$ cat src/acclsu_params.svh
// constants for the accumulator load and store unit
`ifndef ACCLSU_PARAMS_SVH
`define ACCLSU_PARAMS_SVH

`define ACCLSU_OP_WORD_LOAD 4'h0
`define ACCLSU_OP_WORD_STORE 4'h1
`define ACCLSU_OP_BYTE_LOAD 4'h2
`define ACCLSU_OP_BYTE_STORE 4'h3
`define ACCLSU_OP_HNIB_LOAD 4'h4
`define ACCLSU_OP_HNIB_STORE 4'h5
`define ACCLSU_OP_LNIB_LOAD 4'h6
`define ACCLSU_OP_LNIB_STORE 4'h7
`define ACCLSU_OP_IMG_LOAD 4'h8
`define ACCLSU_OP_IMG_STORE 4'h9

`define ACCLSU_SRC_BYTES 2'h0
`define ACCLSU_SRC_WORD 2'h1
`define ACCLSU_SRC_CONST 2'h2

`define ACCLSU_PAIR_STEP 9'h001
`define ACCLSU_IMG_STEP 9'h008

`define ACCLSU_ST_IDLE 6'h01
`define ACCLSU_ST_RD_A 6'h02
`define ACCLSU_ST_RD_B 6'h04
`define ACCLSU_ST_RD_C 6'h08
`define ACCLSU_ST_WR_A 6'h10
`define ACCLSU_ST_WR_B 6'h20

`define ACCLSU_ACC_RESET 16'h0000

`endif

$ cat src/acclsu_pkg.sv
// types shared by the accumulator load and store unit
`include "acclsu_params.svh"
package acclsu_pkg;

  typedef logic [3:0] acclsu_op_t;
  typedef logic [1:0] acclsu_src_t;
  typedef logic [8:0] acclsu_addr_t;

  typedef enum logic [5:0] {
    ACCLSU_IDLE = `ACCLSU_ST_IDLE,
    ACCLSU_RD_A = `ACCLSU_ST_RD_A,
    ACCLSU_RD_B = `ACCLSU_ST_RD_B,
    ACCLSU_RD_C = `ACCLSU_ST_RD_C,
    ACCLSU_WR_A = `ACCLSU_ST_WR_A,
    ACCLSU_WR_B = `ACCLSU_ST_WR_B
  } acclsu_state_t;

  typedef struct packed {
    acclsu_op_t op;
    acclsu_src_t src;
    acclsu_addr_t addr;
    logic [15:0] konst;
  } acclsu_cmd_t;

  typedef struct packed {
    logic en;
    logic we;
    logic word;
    acclsu_addr_t addr;
    logic [15:0] wdata;
  } acclsu_mem_req_t;

  typedef struct packed {
    acclsu_state_t st;
    acclsu_op_t op;
    acclsu_src_t src;
    acclsu_addr_t addr;
    logic [15:0] acc;
    logic [7:0] lo;
    acclsu_mem_req_t req;
    logic ready;
    logic done;
    logic err;
  } acclsu_regs_t;

endpackage : acclsu_pkg

$ cat src/acclsu_shape.sv
// shapes loaded words and read-modify-write bytes
`timescale 1ns/1ps
`default_nettype none
`include "acclsu_params.svh"
module acclsu_shape
  import acclsu_pkg::*;
(
  input wire acclsu_op_t op_in,
  input wire acclsu_src_t src_in,
  input wire logic [15:0] acc_in,
  input wire logic [7:0] lo_in,
  input wire logic [15:0] rdata_in,
  output logic [15:0] load_val_out,
  output logic [7:0] rmw_byte_out
);

  function automatic logic [7:0] merge_nibble(input logic [7:0] old, input logic [3:0] nib, input logic upper);
    merge_nibble = upper ? {nib, old[3:0]} : {old[7:4], nib};
  endfunction : merge_nibble

  always_comb begin
    load_val_out = 16'h0000;
    case (op_in)
      `ACCLSU_OP_WORD_LOAD: begin
        load_val_out = (src_in == `ACCLSU_SRC_WORD) ? rdata_in : {rdata_in[7:0], lo_in};
      end
      `ACCLSU_OP_IMG_LOAD: load_val_out = {rdata_in[7:0], lo_in};
      `ACCLSU_OP_BYTE_LOAD: load_val_out = {8'h00, rdata_in[7:0]};
      `ACCLSU_OP_HNIB_LOAD: load_val_out = {12'h000, rdata_in[7:4]};
      `ACCLSU_OP_LNIB_LOAD: load_val_out = {12'h000, rdata_in[3:0]};
      default: load_val_out = 16'h0000;
    endcase
  end

  always_comb begin
    rmw_byte_out = rdata_in[7:0];
    case (op_in)
      `ACCLSU_OP_HNIB_STORE: rmw_byte_out = merge_nibble(rdata_in[7:0], acc_in[3:0], 1'b1);
      `ACCLSU_OP_LNIB_STORE: rmw_byte_out = merge_nibble(rdata_in[7:0], acc_in[3:0], 1'b0);
      default: rmw_byte_out = rdata_in[7:0];
    endcase
  end

endmodule : acclsu_shape
`default_nettype wire

$ cat src/acclsu_top.sv
// accumulator load and store sequencer with memory port
`timescale 1ns/1ps
`default_nettype none
`include "acclsu_params.svh"
module acclsu_top
  import acclsu_pkg::*;
(
  input wire logic sys_clk_in,
  input wire logic arst_n_in,
  input wire logic cmd_valid_in,
  input wire acclsu_cmd_t cmd_in,
  output logic cmd_ready_out,
  output logic done_out,
  output logic err_out,
  output logic [15:0] acc_out,
  output var acclsu_mem_req_t mem_req_out,
  input wire logic [15:0] mem_rdata_in
);

  acclsu_regs_t r;
  acclsu_regs_t nxt;
  logic [15:0] load_val;
  logic [7:0] rmw_byte;

  // second register of a two-register operand
  function automatic acclsu_addr_t hi_addr(input acclsu_op_t op, input acclsu_addr_t base);
    if (op == `ACCLSU_OP_IMG_LOAD || op == `ACCLSU_OP_IMG_STORE) begin
      hi_addr = base + `ACCLSU_IMG_STEP;
    end else begin
      hi_addr = base + `ACCLSU_PAIR_STEP;
    end
  endfunction : hi_addr

  // two byte registers make up the operand
  function automatic logic is_pair(input acclsu_op_t op, input acclsu_src_t src);
    is_pair = ((op == `ACCLSU_OP_WORD_LOAD || op == `ACCLSU_OP_WORD_STORE) && src == `ACCLSU_SRC_BYTES)
      || op == `ACCLSU_OP_IMG_LOAD || op == `ACCLSU_OP_IMG_STORE;
  endfunction : is_pair

  function automatic logic is_load(input acclsu_op_t op);
    is_load = (op == `ACCLSU_OP_WORD_LOAD) || (op == `ACCLSU_OP_BYTE_LOAD) || (op == `ACCLSU_OP_HNIB_LOAD)
      || (op == `ACCLSU_OP_LNIB_LOAD) || (op == `ACCLSU_OP_IMG_LOAD);
  endfunction : is_load

  function automatic acclsu_mem_req_t mk_req(input logic we, input logic word, input acclsu_addr_t addr,
                                             input logic [15:0] wdata);
    mk_req.en = 1'b1;
    mk_req.we = we;
    mk_req.word = word;
    mk_req.addr = addr;
    mk_req.wdata = wdata;
  endfunction : mk_req

  acclsu_shape acclsu_shape_inst (
    .op_in(r.op),
    .src_in(r.src),
    .acc_in(r.acc),
    .lo_in(r.lo),
    .rdata_in(mem_rdata_in),
    .load_val_out(load_val),
    .rmw_byte_out(rmw_byte)
  );

  always_comb begin
    nxt = r;
    nxt.done = 1'b0;
    nxt.err = 1'b0;
    nxt.req = '0;
    case (r.st)
      ACCLSU_IDLE: begin
        nxt.ready = 1'b1;
        if (cmd_valid_in && r.ready) begin
          nxt.op = cmd_in.op;
          nxt.src = cmd_in.src;
          nxt.addr = cmd_in.addr;
          nxt.ready = 1'b0;
          case (cmd_in.op)
            `ACCLSU_OP_WORD_LOAD: begin
              if (cmd_in.src == `ACCLSU_SRC_CONST) begin
                nxt.acc = cmd_in.konst;
                nxt.done = 1'b1;
                nxt.ready = 1'b1;
              end else if (cmd_in.src == `ACCLSU_SRC_WORD) begin
                nxt.req = mk_req(1'b0, 1'b1, cmd_in.addr, 16'h0000);
                nxt.st = ACCLSU_RD_A;
              end else if (cmd_in.src == `ACCLSU_SRC_BYTES) begin
                nxt.req = mk_req(1'b0, 1'b0, cmd_in.addr, 16'h0000);
                nxt.st = ACCLSU_RD_A;
              end else begin
                nxt.err = 1'b1;
                nxt.done = 1'b1;
                nxt.ready = 1'b1;
              end
            end
            `ACCLSU_OP_WORD_STORE: begin
              if (cmd_in.src == `ACCLSU_SRC_WORD) begin
                nxt.req = mk_req(1'b1, 1'b1, cmd_in.addr, r.acc);
                nxt.st = ACCLSU_WR_A;
              end else if (cmd_in.src == `ACCLSU_SRC_BYTES) begin
                nxt.req = mk_req(1'b1, 1'b0, cmd_in.addr, {8'h00, r.acc[7:0]});
                nxt.st = ACCLSU_WR_A;
              end else begin
                nxt.err = 1'b1;
                nxt.done = 1'b1;
                nxt.ready = 1'b1;
              end
            end
            `ACCLSU_OP_BYTE_STORE: begin
              nxt.req = mk_req(1'b1, 1'b0, cmd_in.addr, {8'h00, r.acc[7:0]});
              nxt.st = ACCLSU_WR_A;
            end
            `ACCLSU_OP_IMG_STORE: begin
              nxt.req = mk_req(1'b1, 1'b0, cmd_in.addr, {8'h00, r.acc[7:0]});
              nxt.st = ACCLSU_WR_A;
            end
            `ACCLSU_OP_BYTE_LOAD,
            `ACCLSU_OP_HNIB_LOAD,
            `ACCLSU_OP_LNIB_LOAD,
            `ACCLSU_OP_IMG_LOAD,
            `ACCLSU_OP_HNIB_STORE,
            `ACCLSU_OP_LNIB_STORE: begin
              // nibble stores read first so the other half survives
              nxt.req = mk_req(1'b0, 1'b0, cmd_in.addr, 16'h0000);
              nxt.st = ACCLSU_RD_A;
            end
            default: begin
              nxt.err = 1'b1;
              nxt.done = 1'b1;
              nxt.ready = 1'b1;
            end
          endcase
        end
      end
      ACCLSU_RD_A: begin
        if (is_pair(r.op, r.src)) begin
          nxt.req = mk_req(1'b0, 1'b0, hi_addr(r.op, r.addr), 16'h0000);
        end
        nxt.st = ACCLSU_RD_B;
      end
      ACCLSU_RD_B: begin
        nxt.lo = mem_rdata_in[7:0];
        if (is_pair(r.op, r.src)) begin
          nxt.st = ACCLSU_RD_C;
        end else if (is_load(r.op)) begin
          nxt.acc = load_val;
          nxt.st = ACCLSU_IDLE;
          nxt.done = 1'b1;
          nxt.ready = 1'b1;
        end else begin
          nxt.req = mk_req(1'b1, 1'b0, r.addr, {8'h00, rmw_byte});
          nxt.st = ACCLSU_WR_A;
        end
      end
      ACCLSU_RD_C: begin
        nxt.acc = load_val;
        nxt.st = ACCLSU_IDLE;
        nxt.done = 1'b1;
        nxt.ready = 1'b1;
      end
      ACCLSU_WR_A: begin
        if (is_pair(r.op, r.src)) begin
          nxt.req = mk_req(1'b1, 1'b0, hi_addr(r.op, r.addr), {8'h00, r.acc[15:8]});
          nxt.st = ACCLSU_WR_B;
        end else begin
          nxt.st = ACCLSU_IDLE;
          nxt.done = 1'b1;
          nxt.ready = 1'b1;
        end
      end
      ACCLSU_WR_B: begin
        nxt.st = ACCLSU_IDLE;
        nxt.done = 1'b1;
        nxt.ready = 1'b1;
      end
      default: begin
        nxt.st = ACCLSU_IDLE;
        nxt.ready = 1'b1;
      end
    endcase
  end

  always_ff @(posedge sys_clk_in or negedge arst_n_in) begin
    if (!arst_n_in) begin
      r.st <= ACCLSU_IDLE;
      r.op <= `ACCLSU_OP_WORD_LOAD;
      r.src <= `ACCLSU_SRC_BYTES;
      r.addr <= 9'h000;
      r.acc <= `ACCLSU_ACC_RESET;
      r.lo <= 8'h00;
      r.req <= '0;
      r.ready <= 1'b1;
      r.done <= 1'b0;
      r.err <= 1'b0;
    end else begin
      r <= nxt;
    end
  end

  // stores never touch the accumulator, so it is stable across them
  assign acc_out = r.acc;
  assign mem_req_out = r.req;
  assign cmd_ready_out = r.ready;
  assign done_out = r.done;
  assign err_out = r.err;

endmodule : acclsu_top
`default_nettype wire

$ cat config.mk
export PLATFORM = sky130hd
export DESIGN_NAME = acclsu_top
export DESIGN_NICKNAME = d
export VERILOG_FILES = /design/src/acclsu_pkg.sv /design/src/acclsu_shape.sv /design/src/acclsu_top.sv
export VERILOG_INCLUDE_DIRS = /design/src
export SDC_FILE = /design/constraint.sdc
export NUM_CORES = 1
export LEC_CHECK = 0
export ABC_AREA = 1
export ABC_CLOCK_PERIOD_IN_PS = 2300
export BUFFER_PORTS_ARGS = -buffer_cell sky130_fd_sc_hd__buf_2
export CORE_AREA = 2 2 120 122
export DETAILED_ROUTE_END_ITERATION = 7
export DIE_AREA = 0 0 122 124
export PLACE_DENSITY = 0.5
export RECOVER_POWER = 100
export SLEW_MARGIN = 10
export SYNTH_ARGS = -nofsm -noshare
export SYNTH_HDL_FRONTEND = slang
export SYNTH_SLANG_ARGS = --single-unit
$ cat constraint.sdc
create_clock -name sys_clk_in -period 2.3 [get_ports sys_clk_in]
set_input_delay 0.345 -clock sys_clk_in [delete_from_list [all_inputs] [get_ports sys_clk_in]]
set_output_delay 0.345 -clock sys_clk_in [all_outputs]
set_load 0.005 [all_outputs]
* Word-level counts from Yosys, hierarchy flattened
Index checks and enable logic that the tools add are counted.
** Storage, ports and cells
- Bits in registers :: 76
- Bits in latches :: 0
- Bits in writable memories :: 0
- Memory bits (read-only) :: 0
- Bits of input ports :: 50
- Output and inout bits :: 47
- Word-level logic and storage cells :: 118
- Memories :: 0
** Cells by class
- Add/sub/neg operators :: 2
- Multiply operators :: 0
- Divide/modulo/power cells :: 0
- Magnitude comparators :: 0
- Eq/ne operators :: 36
- Shift-type cells :: 0
- Mux-type cells :: 42
- Bitwise logic cells :: 1
- Reduce and logical (&&, ||, !) cells :: 23
** Operators by type and width (count)
- $mux 28 :: 8
- $pmux 28 s4 :: 2
- $mux 16 :: 5
- $pmux 16 s5 :: 1
- $pmux 16 s3 :: 1
- $pmux 6 s4 :: 2
- $mux 6 :: 7
- $mux 37 :: 1
- $eq 4x3->1 const B :: 8
- $mux 31 :: 1
- $mux 30 :: 1
- $eq 4x4->1 const B :: 4
- $pmux 8 s2 :: 1
- $eq 4x2->1 const B :: 3
- $ne 2x2->1 const B :: 5
- $add 9x1->9 const B :: 1
- $add 9x4->9 const B :: 1
- $mux 9 :: 1
- $pmux 3 s3 :: 1
- $eq 4x1->1 const B :: 2
- $logic_not 4->1 :: 2
- $logic_or 1x1->1 :: 8
- $ne 4x4->1 const B :: 2
- $pmux 1 s4 :: 2
- other kinds (26) :: 34

* Depth between registers and ports, before layout
Gate-level depths: netlist of the first run.
- Depth after elaboration :: 8
- Depth in mapped cells :: 13
- Depth with buffers taken out :: 11

* Cells and area by module
From an unflattened synthesis of the first run, not the netlist that was laid out.
** Second synthesis, totals
- Cells, all modules :: 676
- Area, all modules :: 4964.8 um^2
** By module, submodules not included
- acclsu_top :: instances 1, cells each 521, area an instance 4175.3 um^2, seq. area each 1904.3 um^2
- acclsu_shape :: instances 1, cells each 155, area an instance 789.5 um^2, seq. area each 0.0 um^2

* Least setup slack after synthesis of the first run
OpenSTA, ideal clock, no wires.
- Path kind :: register to register
- Start :: register r[70] (netlist name)
- End :: register r (netlist bit acc_out[10])
- Library setup time :: 116 ps
- Arrival time :: 1446 ps
- Path slack :: 737 ps
- Stages on the path, launching flop included :: 12
- Path through :: dfstp_2 -> inv_1 -> nand2_1 -> inv_1 -> nand2_1 -> buf_2 -> inv_2 -> o21ai_2 -> nand2_4 -> buf_4 -> nand2_1 -> nand2_1
** On the way
- Cells in the longest elaborated chain, start to end :: 3
- Elaborated cells between the ends (all ways) :: 11
- Those cells by class :: eq/ne (8); mux (1); reduce/logical (2)
** RTL lines
- from (decl) :: RTL line acclsu_top.sv:20 : acclsu_regs_t r;
- from (signal assigned) :: RTL line acclsu_top.sv:195 : r <= nxt;
- $eq 6x1->1 (tied with other cells) :: RTL line acclsu_top.sv:69 : case (r.st)
- $ne 2x1->1 (no line) (tied with other cells)
- $reduce_and 6->1 (no line)
Several ways; a longest one is shown, not always the timed one.
A chain may end at the register's enable or synchronous reset.

==> results of run 1 <==
[registers in the layout, summed over array words and instances (netlist names)]
name and cells:
done_out 1, r 29, acc_out 16, err_out 1, cmd_ready_out 1, mem_req_out 28
[how the worst min path moves through the flow]
| stage | startpoint | end | slack [ps] | depth (start not counted) |
|---|---|---|---|---|
| final | cmd_in[22] | r[61]$_DFFE_PN0P_ | 230 | 3 |
| after global routing | cmd_in[24] | r[63]$_DFFE_PN0P_ | 240 | 3 |
| after CTS | cmd_in[22] | r[61]$_DFFE_PN0P_ | 220 | 3 |
| after detailed placement | arst_n_in | mem_req_out[23]$_DFF_PN0_ | 340 | 1 |
| after global placement | arst_n_in | mem_req_out[23]$_DFF_PN0_ | 340 | 1 |
| after floorplan | arst_n_in | acc_out[0]$_DFFE_PN0P_ | 50 | 0 |
[layer usage]
layer  part of all wire, %  global-route usage (%)  wire length (um)
met2                    44                    28.2              5980
met3                   5.9                    2.66               795
met1                    49                    27.0              6540
met5                     0                       0                 0
met4                  0.96                    5.17               129
[kinds of logic (layout without fill, tap and decap cells)]
group	count (synthesis)	in the layout	synth area share [%]
AND/OR/NAND/NOR	402	402	36.2
buffers and inverters	130	189	14.7
flip-flops	76	76	40.4
AO/OA/AOI/OAI	61	61	7.42
XOR/XNOR	4	4	0.742
adder cells (fa/ha/maj)	2	2	0.530
[synthesized netlist by cell type (4+ instances only)]
library cell,count,share of area [%]
nor2_1,30,2.4
inv_2,4,0.32
buf_4,47,7.5
o21ai_0,39,4.1
dfrtp_1,74,39
xor2_1,4,0.74
nand4_1,6,0.80
buf_2,10,1.1
o211ai_1,15,2.4
nor2_2,5,0.66
inv_1,63,5.0
nor3b_1,6,0.95
nor2_4,4,0.95
nand3_1,63,6.7
nand2_1,277,22
[critical path: stages (launching register included)]
cell,delay [ps]
dfstp_1,550
inv_1,60
nand2_1,80
inv_1,70
nand2_1,310
inv_2,200
nand3_4,200
clkinvlp_4,250
nand2_1,120
o211ai_1,90
[per-stage QoR]
stage               instance area (um^2)  setup WS [ps]  hold WS (ps)  cells  power, mW
finish                              5300            230           227    914       5.39
global route                        5300           27.0           241    914       5.87
CTS                                 5380            255           220    914       5.50
detailed placement                  5060            269           342    897       4.04
global placement                    5060            358           339    897       4.02
floorplan                           4720            737          49.4    675       3.49
[power groups by stage]
stage | Clock, mW | Combinational, mW | Sequential [mW]
after floorplan | 0 | 1.61 | 1.88
after global placement | 0 | 2.00 | 2.02
after detailed placement | 0 | 2.02 | 2.02
after CTS | 1.46 | 2.03 | 2.00
after global routing | 1.53 | 2.29 | 2.05
final | 1.41 | 1.98 | 2.00
[placed cells by master, fill, tap and decap left out, types with 3 or more instances in the layout]
cell type	Yosys	final
a21oi_1	3	3
buf_2	10	68
buf_4	47	4
clkbuf_1	3	29
clkbuf_16	0	9
clkbuf_2	0	3
clkinv_4	0	4
dfrtp_1	74	74
inv_1	63	62
inv_2	4	5
nand2_1	277	278
nand3_1	63	63
nand4_1	6	6
nor2_1	30	32
nor2_2	5	5
nor3_1	3	3
nor3b_1	6	6
o211ai_1	15	15
o21ai_0	39	39
xor2_1	4	4
[final cells by class]
type                            count  area [um^2]  share of cell area, %
Clock buffer                       10          229                   4.32
Clock inverter                      6         73.8                   1.39
Inverter                           68          259                   4.88
Multi-Input combinational cell    469         2100                   39.7
Sequential cell                    76         1900                   35.9
Tap cell                          180          225                   4.25
Timing Repair Buffer              105          508                   9.58
[timing repair]
action / in CTS / in global routing
endpoints found under the hold margin: 33 / 0
hold buffers: 1 / 0
setup endpoints to repair: 0 / 4
gates resized for setup: 0 / 1
==> impl_metrics.py, run 1 <==
metrics = {
    "outcome": {
        "status": "complete, no violations",
    },
    "finish": {
        "fillers": 1518,
        "utilization_pct": 38.7,
        "antennaDiodeCount": 0,
        "fin_nets": 781,
        "area_delta_synth_final_pct": 12.4,
        "final_layout_size_suffix_gt1_share_pct": 14.9,
    },
    "die": {
        "ioPinCount": 97,
        "die_area_um2": 15100,
        "die_x_um": 122,
        "die_y_um": 124,
        "coreArea_um2": 13700,
        "rows": 43,
        "start_util_pct": 34.4,
    },
    "synth": {
        "ys_ff_latch": 76,
        "synth.yosys.warnings": 0,
        "synth.distinct_cells": 31,
        "synth_area_per_cell_um2": 6.99,
        "syn_inst": 675,
        "synthesis.area_um2": 4720,
        "synth_edf_count": 0,
        "ys_seq_area_share_pct": 40.3,
        "syn_nets": 727,
        "async_flop_share_pct": 100,
        "ys.flop_type": "dfrtp_1",
    },
    "critical_path": {
        "required_ps": 2500,
        "r2r_end": "mem_req_out[16]$_DFF_PN0_",
        "reg2reg_slack_ps": 230,
        "crit_path_end_kind": "flop",
        "critical_path_class": "flop to flop",
        "critPathArrivalTime_ps": 2270,
        "critPathLaunch": "r[70]$_DFFE_PN1P_",
        "startpoint_type": "flop",
        "r2r_start": "r[70]$_DFFE_PN1P_",
        "ff2ff_path_depth": 9,
        "crit_end": "mem_req_out[16]$_DFF_PN0_",
        "path_max_fanout": 12,
    },
    "power_and_ir_drop": {
        "p_leak_nw": 2.90,
        "p_sw_mw": 2.25,
        "pwr-share-seq_pct": 37.1,
        "cell_internal_pwr_mw": 3.15,
        "ir_drop_v": 0.000379,
        "switching_share_pct": 41.6,
        "pwr_density_cell_nw_per_um2": 1020,
        "p_comb_share_pct": 36.6,
        "pwr-share-clk_pct": 26.2,
    },
    "clock_tree": {
        "cts.sinks": 76,
        "cts_setup_buffers": 0,
        "cts.reportedPaths.clkPinSlew_ps": 70,
        "h-tree-depth": 3,
        "clock_path_buffers": 2,
        "cts_inserted_buffers": 9,
        "cts_root_buffer": "clkbuf_16",
        "clk_latency_ps": 340,
        "cts_tree": "built",
    },
    "timing": {
        "layout_min_cycle_time_ps": 2070,
        "tightestPinTransition_ps": 910,
        "slew_headroom_pct": 39.3,
        "fin_crit_sh_pct": 90.0,
        "setup_tns_ps": 0,
        "hold_violations": 0,
        "finalSetupViolations": 0,
        "clock.fmax_ghz": 0.483,
        "slew_violations": 0,
        "skew_ps": 9.87,
        "rsz0062_at_grt": "no",
    },
    "global_routing": {
        "grt_max_degree": 43,
        "grt_pass1_wl_um": 21500,
        "grt_overflow": 0,
        "grt_pass1_vias": 4102,
        "antenna_found_initial": 0,
        "track_usage_pct": 18.4,
    },
    "detailed_routing": {
        "first_pass_iters": 7,
        "drt_wl_total_um": 13500,
        "route.detailed.drc": 0,
        "vias": 4373,
        "wl_per_cell_um": 14.7,
        "drt_iter0_drc": 273,
        "vias_per_cell": 4.78,
        "drtAntennaViolNets": 0,
    },
    "place": {
        "port-buffer-count": 96,
        "place.gp.congestion": 0.916,
        "dpl.hpwl_um": 10400,
    },
    "hold_path": {
        "hold_path.class": "primary input to flop",
    },
    "flow_run": {
        "maxCapViolCount": 0,
    },
}
Power figures use the tool's default switching activity.
==> inputs of run 2 (changes only) <==
Settings changed: CELL_PAD_IN_SITES_DETAIL_PLACEMENT from default to 0, CELL_PAD_IN_SITES_GLOBAL_PLACEMENT from default to 1, PLACE_DENSITY 0.5 to 0.68.
==> impl_metrics.py, run 2 (same netlist as run 1, synthesis figures left out) <==
metrics = {
    "outcome": {
        "status": "complete, but fails checks",
        "violations": "capacitance limit, slew limit",
    },
    "clock_tree": {
        "clock_path_buffers": 2,
        "cts.sinks": 76,
        "postCtsResizedCells": 0,
        "cts.reportedPaths.clkPinSlew_ps": 60,
        "cts_root_buffer": "clkbuf_16",
        "cts_setup_buffers": 0,
        "clk_latency_ps": 340,
        "hold_buffers": 0,
        "cts_tree": "built",
        "h-tree-depth": 3,
        "cts_inserted_buffers": 9,
    },
    "die": {
        "die_y_um": 124,
        "coreArea_um2": 13700,
        "rows": 43,
        "start_util_pct": 34.4,
        "die_area_um2": 15100,
        "die_x_um": 122,
        "ioPinCount": 97,
    },
    "timing": {
        "setup_tns_ps": 0,
        "tightestPinTransition_ps": 1520,
        "clock.fmax_ghz": 0.488,
        "setup_ws_ps": 250,
        "fin_crit_sh_pct": 89.1,
        "skew_ps": 5.10,
        "slew_headroom_pct": -1.03,
        "rsz0062_at_grt": "no",
        "finalSetupViolations": 0,
        "layout_min_cycle_time_ps": 2050,
        "hold_violations": 0,
        "slew_violations": 59,
        "hold-worst-slack_ps": 232,
    },
    "detailed_routing": {
        "first_pass_iters": 5,
        "m1WireLength_um": 6810,
        "drt_iter0_drc": 296,
        "wl_per_cell_um": 14.7,
        "dr_wl_met3_um": 688,
        "vias": 4345,
        "route.met2.wl_um": 5890,
        "route.detailed.drc": 0,
        "drtAntennaViolNets": 0,
        "drt_wl_total_um": 13500,
        "top_layer": "met4",
        "vias_per_cell": 4.74,
    },
    "finish": {
        "layout.cells.non_filler": 916,
        "fin_nets": 783,
        "utilization_pct": 38.8,
        "layout_commonest_cell": "nand2_1",
        "largest_reg_flops": 29,
        "multi_input_area_um2": 2110,
        "final_area_um2": 5320,
        "antennaDiodeCount": 0,
        "final_layout_size_suffix_gt1_share_pct": 15.6,
        "area_delta_synth_final_pct": 12.7,
        "fillers": 1500,
        "top_register": "r",
        "final_cell_mix": "nand2_1 (278), dfrtp_1 (74), buf_2 (72)",
        "regArea_um2": 1900,
    },
    "global_routing": {
        "grt_pass1_wl_um": 21500,
        "grt_max_degree": 59,
        "antenna_found_initial": 0,
        "grt_pass1_vias": 4081,
        "track_usage_pct": 18.5,
        "grt_overflow": 0,
    },
    "power_and_ir_drop": {
        "total_power_mw": 5.45,
        "ir_drop_v": 0.000404,
        "pwr-share-seq_pct": 36.6,
        "p_leak_nw": 2.92,
        "p_comb_share_pct": 36.5,
        "cell_internal_pwr_mw": 3.17,
        "pwr-share-clk_pct": 26.8,
        "switching_share_pct": 41.9,
        "pwr_density_cell_nw_per_um2": 1020,
        "p_sw_mw": 2.28,
    },
    "place": {
        "placed_cell_area_um2": 5070,
        "place.gp.congestion": 0.872,
        "dp_cells": 900,
        "pre_cts_ws_ps": 330,
        "port-buffer-count": 96,
        "dpl.hpwl_um": 10300,
    },
    "hold_path": {
        "hold_path.class": "primary input to flop",
        "min_to": "r[60]$_DFFE_PN0P_",
        "hold_path_depth": 3,
        "worstHoldStart": "cmd_in[21]",
    },
    "critical_path": {
        "r2r_start": "r[69]$_DFFE_PN0P_",
        "slowest_stage": "dfrtp_1",
        "critPathMaxStageDelay_ps": 430,
        "crit_path_end_kind": "flop",
        "required_ps": 2510,
        "startpoint_type": "flop",
        "path_max_fanout": 11,
        "crit_chain": "nor2_1 > nand3_1 > nand2_1 > inv_1 > nand3_4 > inv_1 > nand2_1 > o211ai_1",
        "critical_path_class": "flop to flop",
        "ff2ff_path_depth": 8,
        "r2r_end": "mem_req_out[5]$_DFF_PN0_",
        "critPathLaunch": "r[69]$_DFFE_PN0P_",
        "reg2reg_slack_ps": 250,
        "critPathArrivalTime_ps": 2260,
    },
    "flow_run": {
        "maxCapViolCount": 1,
    },
}
run 2: changes by cell type in the layout (fill, tap and decap cells not counted), sizes merged:
cell / change
buf: +6
clkbuf: -4
clkinv: -4
inv: +3
clkinvlp: +2
dlygate4sd3: -1
run 2: worst max path at each step:
stage | slack [ps] | end | cells after the start
after detailed placement | 330 | mem_req_out[5]$_DFF_PN0_ | 9
final | 250 | mem_req_out[5]$_DFF_PN0_ | 8
after global routing | 40 | mem_req_out[5]$_DFF_PN0_ | 9
after floorplan | 740 | acc_out[10]$_DFFE_PN0P_ | 11
after global placement | 400 | mem_req_out[7]$_DFF_PN0_ | 9
after CTS | 320 | mem_req_out[5]$_DFF_PN0_ | 9
run 2: power groups by stage:
stage | Combinational (mW) | Sequential [mW] | Clock [mW]
after floorplan | 1.61 | 1.88 | 0
after global placement | 2.03 | 2.01 | 0
after detailed placement | 2.04 | 2.02 | 0
after CTS | 2.05 | 2.00 | 1.49
after global routing | 2.31 | 2.05 | 1.56
final | 1.99 | 2.00 | 1.46
run 2: worst max-delay path: cells and delay by family, from the launching register on:
| family | cells | cell delay (ps) |
|---|---|---|
| flops | 1 | 430 |
| compound gates | 1 | 110 |
| buf+inv | 2 | 420 |
| simple gates | 5 | 950 |
run 2: area by class of cell:
cell class | instances | area share [%]
inverters | 68 | 4.80
clock buffers | 9 | 4.23
flip-flops and latches | 76 | 35.8
clock inverters | 7 | 1.53
multi-input cells | 469 | 39.7
well taps | 180 | 4.23
repair buffers | 107 | 9.74
run 2: routing by layer:
| metal | vias to the layer above | global-route usage, % |
|---|---|---|
| met5 | - | 0 |
| li1 | 2188 | - |
| met4 | 0 | 4.81 |
| met1 | 2036 | 27.3 |
| met2 | 115 | 28.0 |
| met3 | 6 | 3.43 |
